===== src/fault_notify_pkg.sv =====
package fault_notify_pkg;

  // ---------------------------------------------------------------
  // Bus geometry and register map
  // ---------------------------------------------------------------
  localparam int         ADDR_W        = 8;
  localparam logic [7:0] ADDR_CTRL     = 8'h00;
  localparam logic [7:0] ADDR_CFG      = 8'h04;
  localparam logic [7:0] ADDR_PSTATUS  = 8'h08;
  localparam logic [7:0] ADDR_PIN      = 8'h0c;
  localparam logic [7:0] ADDR_PERR     = 8'h10;
  localparam logic [7:0] ADDR_SERR     = 8'h14;
  localparam logic [7:0] ADDR_SSTATUS  = 8'h18;

  localparam logic [1:0] RESP_OKAY     = 2'h0;
  localparam logic [1:0] RESP_SLVERR   = 2'h2;

  // ---------------------------------------------------------------
  // Field positions
  // ---------------------------------------------------------------
  localparam int CTRL_CLEAR_PRI   = 0;
  localparam int CTRL_CLEAR_SEC   = 1;
  localparam int CFG_MASK_A       = 0;
  localparam int CFG_MASK_B       = 1;
  localparam int CFG_PAR_INJECT   = 7;
  localparam int ERR_CLASS_A      = 0;
  localparam int ERR_CLASS_B      = 1;
  localparam int ERR_COMM_LOSS    = 2;
  localparam int ERR_MEMORY       = 3;

  // Synchroniser lanes
  localparam int SY_EN    = 0;
  localparam int SY_ASNS  = 1;
  localparam int SY_BSNS  = 2;
  localparam int SY_SECA  = 3;
  localparam int SY_SECB  = 4;
  localparam int SY_LS    = 5;
  localparam int SY_PRI_REF_CURRENT_PIN = 6;
  localparam int SY_SEC_REF_CURRENT_PIN = 7;
  localparam int SY_SMEM  = 8;
  localparam int SY_W     = 9;

  // ---------------------------------------------------------------
  // Operating mode codes and lifesign timing (cycles of aclk)
  // ---------------------------------------------------------------
  localparam logic [2:0] MODE_0 = 3'h0;
  localparam logic [2:0] MODE_1 = 3'h1;
  localparam logic [2:0] MODE_3 = 3'h3;
  localparam logic [2:0] MODE_4 = 3'h4;
  localparam logic [2:0] MODE_5 = 3'h5;
  localparam logic [2:0] MODE_6 = 3'h6;

  localparam logic [11:0] LS_PERIOD_CYC = 12'h064;
  localparam logic [11:0] LS_WIN_MIN    = 12'h032;
  localparam logic [11:0] LS_WIN_MAX    = 12'h096;

  // ---------------------------------------------------------------
  // Reset values
  // ---------------------------------------------------------------
  localparam logic RST_FAULT_A_N = 1'b1;
  localparam logic RST_FAULT_B_N = 1'b0;
  localparam logic RST_READY_N   = 1'b0;
  localparam logic RST_SDO_LOW   = 1'b1;
  localparam logic RST_DISABLED  = 1'b1;

endpackage


===== src/fault_notify_supervision.sv =====
// Behaviour
// - Three active-low notification pins plus error bits
// - Secondary class A status mirrored to primary
// - Secondary class B status mirrored to primary
// - Class A pin only on 4->3/6->5, tristate
// - Class B pin on entry to mode 1, missed lifesign, primary hold
// - Driven and sensed fault pin levels readable
// - Clear-primary clears primary stickies except memory failure, releases pins
// - Clear-secondary clears secondary stickies only
// - Clear-secondary in mode 1 requests mode 0
// - Enable rising releases pins in modes 3/5
// - Class A mask gates clear-primary release
// - Class B mask gates clear-primary release
// - Enable high valid; falling raises class A
// - Sensed enable level and validity readable
// - Missed lifesign: mode 0, class B, losses
// - Loss bits sticky, secondary-ready shows present
// - Reference-current fault holds primary in reset
// - Secondary reference fault: emergency off, hold
// - Configuration parity checked as memory failure
// - Primary memory failure: hold, pins, secondary off
// - Secondary memory failure: emergency off, hold
// - Primary reset pin levels fixed
`timescale 1ns/1ns
`default_nettype none

module fault_notify_supervision (
  input  wire logic                            aclk,
  input  wire logic                            aresetn,
  input  wire logic [fault_notify_pkg::ADDR_W-1:0] s_axi_awaddr,
  input  wire logic                            s_axi_awvalid,
  output logic                                 s_axi_awready,
  input  wire logic [31:0]                     s_axi_wdata,
  input  wire logic [3:0]                      s_axi_wstrb,
  input  wire logic                            s_axi_wvalid,
  output logic                                 s_axi_wready,
  output logic [1:0]                           s_axi_bresp,
  output logic                                 s_axi_bvalid,
  input  wire logic                            s_axi_bready,
  input  wire logic [fault_notify_pkg::ADDR_W-1:0] s_axi_araddr,
  input  wire logic                            s_axi_arvalid,
  output logic                                 s_axi_arready,
  output logic [31:0]                          s_axi_rdata,
  output logic [1:0]                           s_axi_rresp,
  output logic                                 s_axi_rvalid,
  input  wire logic                            s_axi_rready,
  input  wire logic                            enable_pin,
  input  wire logic                            class_a_pin_level,
  input  wire logic                            class_b_pin_level,
  input  wire logic                            sec_class_a_in,
  input  wire logic                            sec_class_b_in,
  input  wire logic                            lifesign_in,
  input  wire logic                            pri_ref_current_fail,
  input  wire logic                            sec_ref_current_fail,
  input  wire logic                            sec_memory_fail,
  input  wire logic [2:0]                      op_mode,
  input  wire logic                            class_a_event,
  input  wire logic                            class_b_event,
  input  wire logic                            tristate_event,
  output logic                                 class_a_fault_n,
  output logic                                 class_b_fault_n,
  output logic                                 reset_ready_n,
  output logic                                 sdo_low,
  output logic                                 mode_zero_req,
  output logic                                 enable_class_a_event,
  output logic                                 device_disabled,
  output logic                                 lifesign_out,
  output logic                                 sec_emergency_off,
  output logic                                 sec_hold_reset
);
  import fault_notify_pkg::*;

  // ---------------------------------------------------------------
  // State
  // ---------------------------------------------------------------
  typedef struct packed {
    logic [SY_W-1:0]   sync1;
    logic [SY_W-1:0]   sync2;
    logic [SY_W-1:0]   prev;
    logic [2:0]        mode_prev;
    logic              fa_n;
    logic              fb_n;
    logic              rr_n;
    logic              sdo_low;
    logic              mode0_req;
    logic              en_a_evt;
    logic              disabled;
    logic              sec_off;
    logic              sec_hold;
    logic              ls_out;
    logic [11:0]       ls_tx_cnt;
    logic [11:0]       ls_rx_cnt;
    logic              srdy;
    logic [1:0]        cfg_mask;
    logic              cfg_par;
    logic [3:0]        pri_err;
    logic [2:0]        sec_err;
    logic              awrdy;
    logic              wrdy;
    logic              aw_held;
    logic              w_held;
    logic [ADDR_W-1:0] awaddr;
    logic [31:0]       wdata;
    logic              wstrb0;
    logic              bvalid;
    logic [1:0]        bresp;
    logic              arrdy;
    logic              rvalid;
    logic [31:0]       rdata;
    logic [1:0]        rresp;
  } state_t;

  state_t s_reg;
  state_t s_next;

  logic wr_fire;
  logic clr_p;
  logic clr_s;
  logic pri_hold;
  logic ls_edge;
  logic ls_err;
  logic en_rise;
  logic en_fall;
  logic a_set;
  logic b_set;
  logic a_rel;
  logic b_rel;
  logic par_bad;
  logic rd_hit;

  // ---------------------------------------------------------------
  // Next-state logic
  // ---------------------------------------------------------------
  always_comb begin
    s_next = s_reg;
    // Floating enable is pulled low off-chip and so reads invalid
    s_next.sync1 = {sec_memory_fail, sec_ref_current_fail, pri_ref_current_fail,
                    lifesign_in, sec_class_b_in, sec_class_a_in,
                    class_b_pin_level, class_a_pin_level, enable_pin};
    s_next.sync2 = s_reg.sync1;
    s_next.prev = s_reg.sync2;
    s_next.mode_prev = op_mode;
    s_next.mode0_req = 1'b0;

    en_rise = s_reg.sync2[SY_EN] & ~s_reg.prev[SY_EN];
    en_fall = ~s_reg.sync2[SY_EN] & s_reg.prev[SY_EN];
    ls_edge = s_reg.sync2[SY_LS] ^ s_reg.prev[SY_LS];
    pri_hold = s_reg.sync2[SY_PRI_REF_CURRENT_PIN] | s_reg.pri_err[ERR_MEMORY];
    par_bad = ^{s_reg.cfg_mask, s_reg.cfg_par};

    // Register writes
    wr_fire = s_reg.aw_held & s_reg.w_held & ~s_reg.bvalid;
    clr_p = wr_fire & s_reg.wstrb0 & (s_reg.awaddr == ADDR_CTRL) & s_reg.wdata[CTRL_CLEAR_PRI];
    clr_s = wr_fire & s_reg.wstrb0 & (s_reg.awaddr == ADDR_CTRL) & s_reg.wdata[CTRL_CLEAR_SEC];
    if (wr_fire && s_reg.wstrb0 && (s_reg.awaddr == ADDR_CFG)) begin
      // Parity stored beside the masks; bit 7 lets software seed a fault
      s_next.cfg_mask = s_reg.wdata[1:0];
      s_next.cfg_par = (^s_reg.wdata[1:0]) ^ s_reg.wdata[CFG_PAR_INJECT];
    end

    // Enable validity and its class A event
    s_next.disabled = ~s_reg.sync2[SY_EN];
    s_next.en_a_evt = en_fall;

    // Lifesign transmit: stops while primary is held, so secondary resets
    if (pri_hold) begin
      s_next.ls_tx_cnt = '0;
    end else if (s_reg.ls_tx_cnt == LS_PERIOD_CYC - 12'h001) begin
      s_next.ls_tx_cnt = '0;
      s_next.ls_out = ~s_reg.ls_out;
    end else begin
      s_next.ls_tx_cnt = s_reg.ls_tx_cnt + 12'h001;
    end

    // Lifesign receive window
    ls_err = 1'b0;
    if (pri_hold) begin
      s_next.ls_rx_cnt = '0;
      s_next.srdy = 1'b0;
    end else if (ls_edge) begin
      s_next.ls_rx_cnt = '0;
      if (s_reg.ls_rx_cnt < LS_WIN_MIN) begin
        ls_err = 1'b1;
      end else begin
        s_next.srdy = 1'b1;
      end
    end else if (s_reg.ls_rx_cnt == LS_WIN_MAX) begin
      s_next.ls_rx_cnt = '0;
      ls_err = 1'b1;
    end else begin
      s_next.ls_rx_cnt = s_reg.ls_rx_cnt + 12'h001;
    end
    if (ls_err) begin
      s_next.srdy = 1'b0;
      s_next.mode0_req = 1'b1;
    end
    if (clr_s && op_mode == MODE_1) begin
      s_next.mode0_req = 1'b1;
    end

    // Sticky errors; a set in the clearing cycle wins
    s_next.pri_err[ERR_CLASS_A] = (s_reg.pri_err[ERR_CLASS_A] & ~clr_p)
                                | class_a_event | en_fall | tristate_event;
    s_next.pri_err[ERR_CLASS_B] = (s_reg.pri_err[ERR_CLASS_B] & ~clr_p) | class_b_event;
    s_next.pri_err[ERR_COMM_LOSS] = (s_reg.pri_err[ERR_COMM_LOSS] & ~clr_p) | ls_err;
    // Memory failure survives every clear: only aresetn removes it
    s_next.pri_err[ERR_MEMORY] = s_reg.pri_err[ERR_MEMORY] | par_bad;
    s_next.sec_err[ERR_CLASS_A] = (s_reg.sec_err[ERR_CLASS_A] & ~clr_s)
                                | (s_reg.sync2[SY_SECA] & ~s_reg.prev[SY_SECA]);
    s_next.sec_err[ERR_CLASS_B] = (s_reg.sec_err[ERR_CLASS_B] & ~clr_s)
                                | (s_reg.sync2[SY_SECB] & ~s_reg.prev[SY_SECB]);
    s_next.sec_err[ERR_COMM_LOSS] = (s_reg.sec_err[ERR_COMM_LOSS] & ~clr_s) | ls_err;

    // Fault pins: assertion outranks a release in the same cycle; primary hold forces reset levels over both
    a_set = ((s_reg.mode_prev == MODE_4) && (op_mode == MODE_3))
          || ((s_reg.mode_prev == MODE_6) && (op_mode == MODE_5))
          || tristate_event;
    b_set = ((op_mode == MODE_1) && (s_reg.mode_prev != MODE_1)) || ls_err;
    a_rel = (en_rise && (op_mode == MODE_3 || op_mode == MODE_5))
          || (clr_p && (!s_reg.cfg_mask[CFG_MASK_A]
                        || (!s_reg.sync2[SY_SECA] && s_reg.sync2[SY_EN])));
    b_rel = (en_rise && (op_mode == MODE_3 || op_mode == MODE_5))
          || (clr_p && (!s_reg.cfg_mask[CFG_MASK_B]
                        || (!s_reg.sync2[SY_SECB] && s_reg.srdy)));
    if (a_set) begin
      s_next.fa_n = 1'b0;
    end else if (a_rel) begin
      s_next.fa_n = 1'b1;
    end
    if (b_set) begin
      s_next.fb_n = 1'b0;
    end else if (b_rel) begin
      s_next.fb_n = 1'b1;
    end

    if (pri_hold) begin
      s_next.fa_n = RST_FAULT_A_N;
      s_next.fb_n = RST_FAULT_B_N;
      s_next.rr_n = RST_READY_N;
      s_next.sdo_low = RST_SDO_LOW;
    end else begin
      s_next.rr_n = 1'b1;
      s_next.sdo_low = 1'b0;
    end

    // Secondary-side failure reactions
    s_next.sec_off = s_reg.pri_err[ERR_MEMORY] | s_reg.sync2[SY_SEC_REF_CURRENT_PIN]
                   | s_reg.sync2[SY_SMEM];
    s_next.sec_hold = s_reg.sync2[SY_SEC_REF_CURRENT_PIN] | s_reg.sync2[SY_SMEM];

    // AXI write channels
    if (s_axi_awvalid && s_reg.awrdy) begin
      s_next.aw_held = 1'b1;
      s_next.awaddr = s_axi_awaddr;
    end
    if (s_axi_wvalid && s_reg.wrdy) begin
      s_next.w_held = 1'b1;
      s_next.wdata = s_axi_wdata;
      s_next.wstrb0 = s_axi_wstrb[0];
    end
    if (wr_fire) begin
      s_next.aw_held = 1'b0;
      s_next.w_held = 1'b0;
      s_next.bvalid = 1'b1;
      s_next.bresp = (s_reg.awaddr == ADDR_CTRL || s_reg.awaddr == ADDR_CFG)
                   ? RESP_OKAY : RESP_SLVERR;
    end else if (s_reg.bvalid && s_axi_bready) begin
      s_next.bvalid = 1'b0;
    end
    s_next.awrdy = ~s_next.aw_held & ~s_next.bvalid;
    s_next.wrdy = ~s_next.w_held & ~s_next.bvalid;

    // AXI read channels
    rd_hit = 1'b1;
    if (s_axi_arvalid && s_reg.arrdy) begin
      s_next.rvalid = 1'b1;
      s_next.rdata = '0;
      case (s_axi_araddr)
        ADDR_CTRL: s_next.rdata = '0;
        ADDR_CFG: s_next.rdata = {30'h0, s_reg.cfg_mask};
        ADDR_PSTATUS: s_next.rdata = {26'h0, s_reg.srdy, s_reg.sync2[SY_EN],
                                      s_reg.sync2[SY_SECB], s_reg.sync2[SY_SECA],
                                      s_reg.fb_n, s_reg.fa_n};
        ADDR_PIN: s_next.rdata = {29'h0, s_reg.sync2[SY_EN], s_reg.sync2[SY_BSNS],
                                  s_reg.sync2[SY_ASNS]};
        ADDR_PERR: s_next.rdata = {28'h0, s_reg.pri_err};
        ADDR_SERR: s_next.rdata = {29'h0, s_reg.sec_err};
        ADDR_SSTATUS: s_next.rdata = {30'h0, s_reg.sync2[SY_SECB], s_reg.sync2[SY_SECA]};
        default: rd_hit = 1'b0;
      endcase
      s_next.rresp = rd_hit ? RESP_OKAY : RESP_SLVERR;
    end else if (s_reg.rvalid && s_axi_rready) begin
      s_next.rvalid = 1'b0;
    end
    s_next.arrdy = ~s_next.rvalid;
  end

  // ---------------------------------------------------------------
  // Registers
  // ---------------------------------------------------------------
  always_ff @(posedge aclk) begin
    if (!aresetn) begin
      s_reg <= '0;
      s_reg.fa_n <= RST_FAULT_A_N;
      s_reg.fb_n <= RST_FAULT_B_N;
      s_reg.rr_n <= RST_READY_N;
      s_reg.sdo_low <= RST_SDO_LOW;
      s_reg.disabled <= RST_DISABLED;
    end else begin
      s_reg <= s_next;
    end
  end

  assign s_axi_awready = s_reg.awrdy;
  assign s_axi_wready = s_reg.wrdy;
  assign s_axi_bvalid = s_reg.bvalid;
  assign s_axi_bresp = s_reg.bresp;
  assign s_axi_arready = s_reg.arrdy;
  assign s_axi_rvalid = s_reg.rvalid;
  assign s_axi_rdata = s_reg.rdata;
  assign s_axi_rresp = s_reg.rresp;
  assign class_a_fault_n = s_reg.fa_n;
  assign class_b_fault_n = s_reg.fb_n;
  assign reset_ready_n = s_reg.rr_n;
  assign sdo_low = s_reg.sdo_low;
  assign mode_zero_req = s_reg.mode0_req;
  assign enable_class_a_event = s_reg.en_a_evt;
  assign device_disabled = s_reg.disabled;
  assign lifesign_out = s_reg.ls_out;
  assign sec_emergency_off = s_reg.sec_off;
  assign sec_hold_reset = s_reg.sec_hold;
endmodule // fault_notify_supervision

`default_nettype wire


===== config.mk =====
export PLATFORM = sky130hd
export DESIGN_NAME = fault_notify_supervision
export DESIGN_NICKNAME = d
export VERILOG_FILES = /design/src/fault_notify_pkg.sv /design/src/fault_notify_supervision.sv
export SDC_FILE = /design/constraint.sdc
export NUM_CORES = 1
export LEC_CHECK = 0
export BUFFER_PORTS_ARGS = -buffer_cell sky130_fd_sc_hd__buf_2
export CELL_PAD_IN_SITES_DETAIL_PLACEMENT = 0
export CELL_PAD_IN_SITES_GLOBAL_PLACEMENT = 1
export CORE_MARGIN = 2
export CORE_UTILIZATION = 38
export DETAILED_ROUTE_END_ITERATION = 6
export PLACE_DENSITY_LB_ADDON = 0.3
export SETUP_SLACK_MARGIN = 0.05
export SLEW_MARGIN = 20
export SYNTH_ARGS = -nofsm -noshare
export SYNTH_HDL_FRONTEND = slang
export SYNTH_SLANG_ARGS = --single-unit

===== constraint.sdc =====
create_clock -name aclk -period 2.45 [get_ports aclk]
set_input_delay 0.1225 -clock aclk [delete_from_list [all_inputs] [get_ports aclk]]
set_output_delay 0.1225 -clock aclk [all_outputs]
set_load 0.02 [all_outputs]

==> flow_summary.json <==
{
  "netlist_area_sq_um": 4110,
  "dieWidth_um": 108,
  "tritoncts": "done",
  "multiInputGateArea_sq_um": 1910,
  "rsz0062_at_grt": "false",
  "clkTransAtPathRegs_ns": 0.09,
  "start_util": 0.394,
  "syn_avg_cell_area_sq_um": 9.36,
  "fin_util": 0.458,
  "setup_viol": 0,
  "drt-wirelength-per-cell_um": 12.2,
  "slew_violations": 0,
  "p_leak_nw": 1.94,
  "synthArstFlopShare": 0,
  "die_y_um": 108,
  "drt-initial-drc-count": 81,
  "syn_inst": 439,
  "worst_clock_skew_ns": 0.00974,
  "max_slew_margin": 0.564,
  "cp.required_ns": 2.72,
  "core_area_sq_um": 10400,
  "final_layout_size_suffix_gt1_frac": 0.176,
  "synthFlopType": "dfxtp_1",
  "synth_edf_count": 0,
  "seq_area_sq_um": 1940,
  "pwr_density_cell_nw_per_um2": 669,
  "cp.arrival_ns": 2.20,
  "synth_cell_type_count": 52,
  "cts_buffers": 9,
  "cts_buffer_depth": 2,
  "vias_per_cell": 4.79,
  "tightest_slew_ns": 0.637,
  "final_area_sq_um": 4770,
  "drc": 0,
  "fmax_mhz": 516,
  "criticalPathCategory": "flip-flop to flip-flop",
  "cts.sinks": 97,
  "htree_levels": 3,
  "ys_ff_latch": 97,
  "finalCritPeriodShare": 0.791,
  "cts_hold_buf": 13,
  "post_cts_resized": 0,
  "fillCellCount": 1026,
  "period_minus_slack_ns": 1.94,
  "crit_path_start_kind": "flip-flop",
  "grt_pass1_vias": 2928,
  "grt_max_degree": 67,
  "finalHoldViolCount": 0,
  "final_cell_mix": "dfxtp_1 (97), buf_2 (64), and2_1 (32)",
  "grt_overflow_total": 0,
  "pre_cts_ws_ns": 0.489,
  "drt-pass1-iter-count": 4,
  "layout_commonest_cell": "dfxtp_1",
  "grt_pass1_wl_mm": 13.2,
  "tns_ns": 0,
  "routabilityCongestion": 0.816,
  "ios": 125,
  "via_count": 3097,
  "wirelength_mm": 7.92,
  "clock_latency_ns": 0.35,
  "cp-end-kind": "flip-flop",
  "largest_register_ffs": 56,
  "yosysWarnings": 0,
  "num_rows": 37,
  "hold-worst-slack_ns": 0.0289,
  "grt_use_total": 0.142,
  "root_buffer": "clkbuf_8",
  "ys_seq_area_frac": 0.473,
  "hold_path.class": "primary input to flip-flop",
  "placedInstanceArea_sq_um": 4390,
  "ant_nets": 0,
  "dp_hpwl_mm": 5.69,
  "num_antenna_cells": 0,
  "cp_max_fo": 5,
  "port_buffers": 64,
  "syn2layout_area_growth_pct": 16.1,
  "maxCapViolCount": 0,
  "dieArea_sq_um": 11700,
  "antenna_found_initial": 0,
  "cts_setup_buffers": 0,
  "setup_ws_ns": 0.513,
  "max-vdd-ir-drop_v": 0.000379,
  "final_nets": 583,
  "status": "completed"
}
-- kinds of logic after synthesis --
kind of cell / Yosys count / synth area share
AO/OA/AOI/OAI: 57 / 0.0984
XOR/XNOR: 26 / 0.0554
adder cells (fa/ha/maj): 3 / 0.00914
buffers and inverters: 59 / 0.0871
flip-flops: 97 / 0.473
multiplexers: 9 / 0.0222
other: 1 / 0.000913
AND/OR/NAND/NOR: 187 / 0.254
-- area by class of cell --
cell class                      instances  share of cell area
Tap cell                              136              0.0357
Timing Repair Buffer                   80              0.0992
Clock inverter                          6              0.0220
Multi-Input combinational cell        310               0.401
Clock buffer                           10              0.0289
Sequential cell                        97               0.407
Inverter                                8             0.00630
-- synthesized netlist by cell type (8+ instances only) --
master | number | area (sq um)
dfxtp_1 | 97 | 1940
buf_4 | 36 | 270
and2_1 | 32 | 200
nand2_1 | 31 | 116
nor2_1 | 27 | 101
nand3_1 | 25 | 125
a21boi_0 | 17 | 128
clkbuf_1 | 14 | 52.6
nor2b_1 | 13 | 81.3
xnor2_1 | 13 | 114
xor2_1 | 13 | 114
o21ai_0 | 10 | 50.1
inv_1 | 8 | 30.0
mux2i_1 | 8 | 80.1
nand4_1 | 8 | 50.1
nor3_1 | 8 | 40.0
-- report_power, final --
part / switching [W] / internal, W / total, W
clock network: 0.000520 / 0.000701 / 0.00122
registers: 0.0000392 / 0.00164 / 0.00168
logic: 0.000173 / 0.000120 / 0.000294
total: 0.000733 / 0.00246 / 0.00319
-- worst paths after layout --
path | start | endpoint | slack (ns) | depth (start not counted)
hold reg to reg | s_next[142]$_SDFF_PN0_ | s_next[133]$_SDFF_PN0_ | 0.43 | 1
setup / recovery | s_reg[76]$_SDFFE_PN0P_ | class_a_fault_n$_SDFFE_PP1P_ | 0.51 | 4
hold / removal | s_axi_awaddr[1] | s_reg[73]$_SDFFE_PN0P_ | 0.03 | 3
setup reg to reg | s_reg[76]$_SDFFE_PN0P_ | class_a_fault_n$_SDFFE_PP1P_ | 0.51 | 4
-- routing by layer --
layer | part of all wire | GRT usage
met5 | 0 | 0
met4 | 0.018 | 0.0504
met3 | 0.047 | 0.0506
met2 | 0.46 | 0.226
met1 | 0.47 | 0.178
-- metrics by stage --
stage / total power (W) / cells
after global placement: 0.00199 / 618
final: 0.00319 / 647
after floorplan: 0.00194 / 466
after detailed placement: 0.00199 / 618
after global routing: 0.00334 / 647
after CTS: 0.00325 / 647
-- critical path, cell delays in order, from the launching register on --
cell	delay (ns)
dfxtp_1	0.32
or4_4	0.58
nor4_2	0.55
a211oi_1	0.18
o31ai_1	0.23
Note: power is estimated with default switching activity, not from simulation.
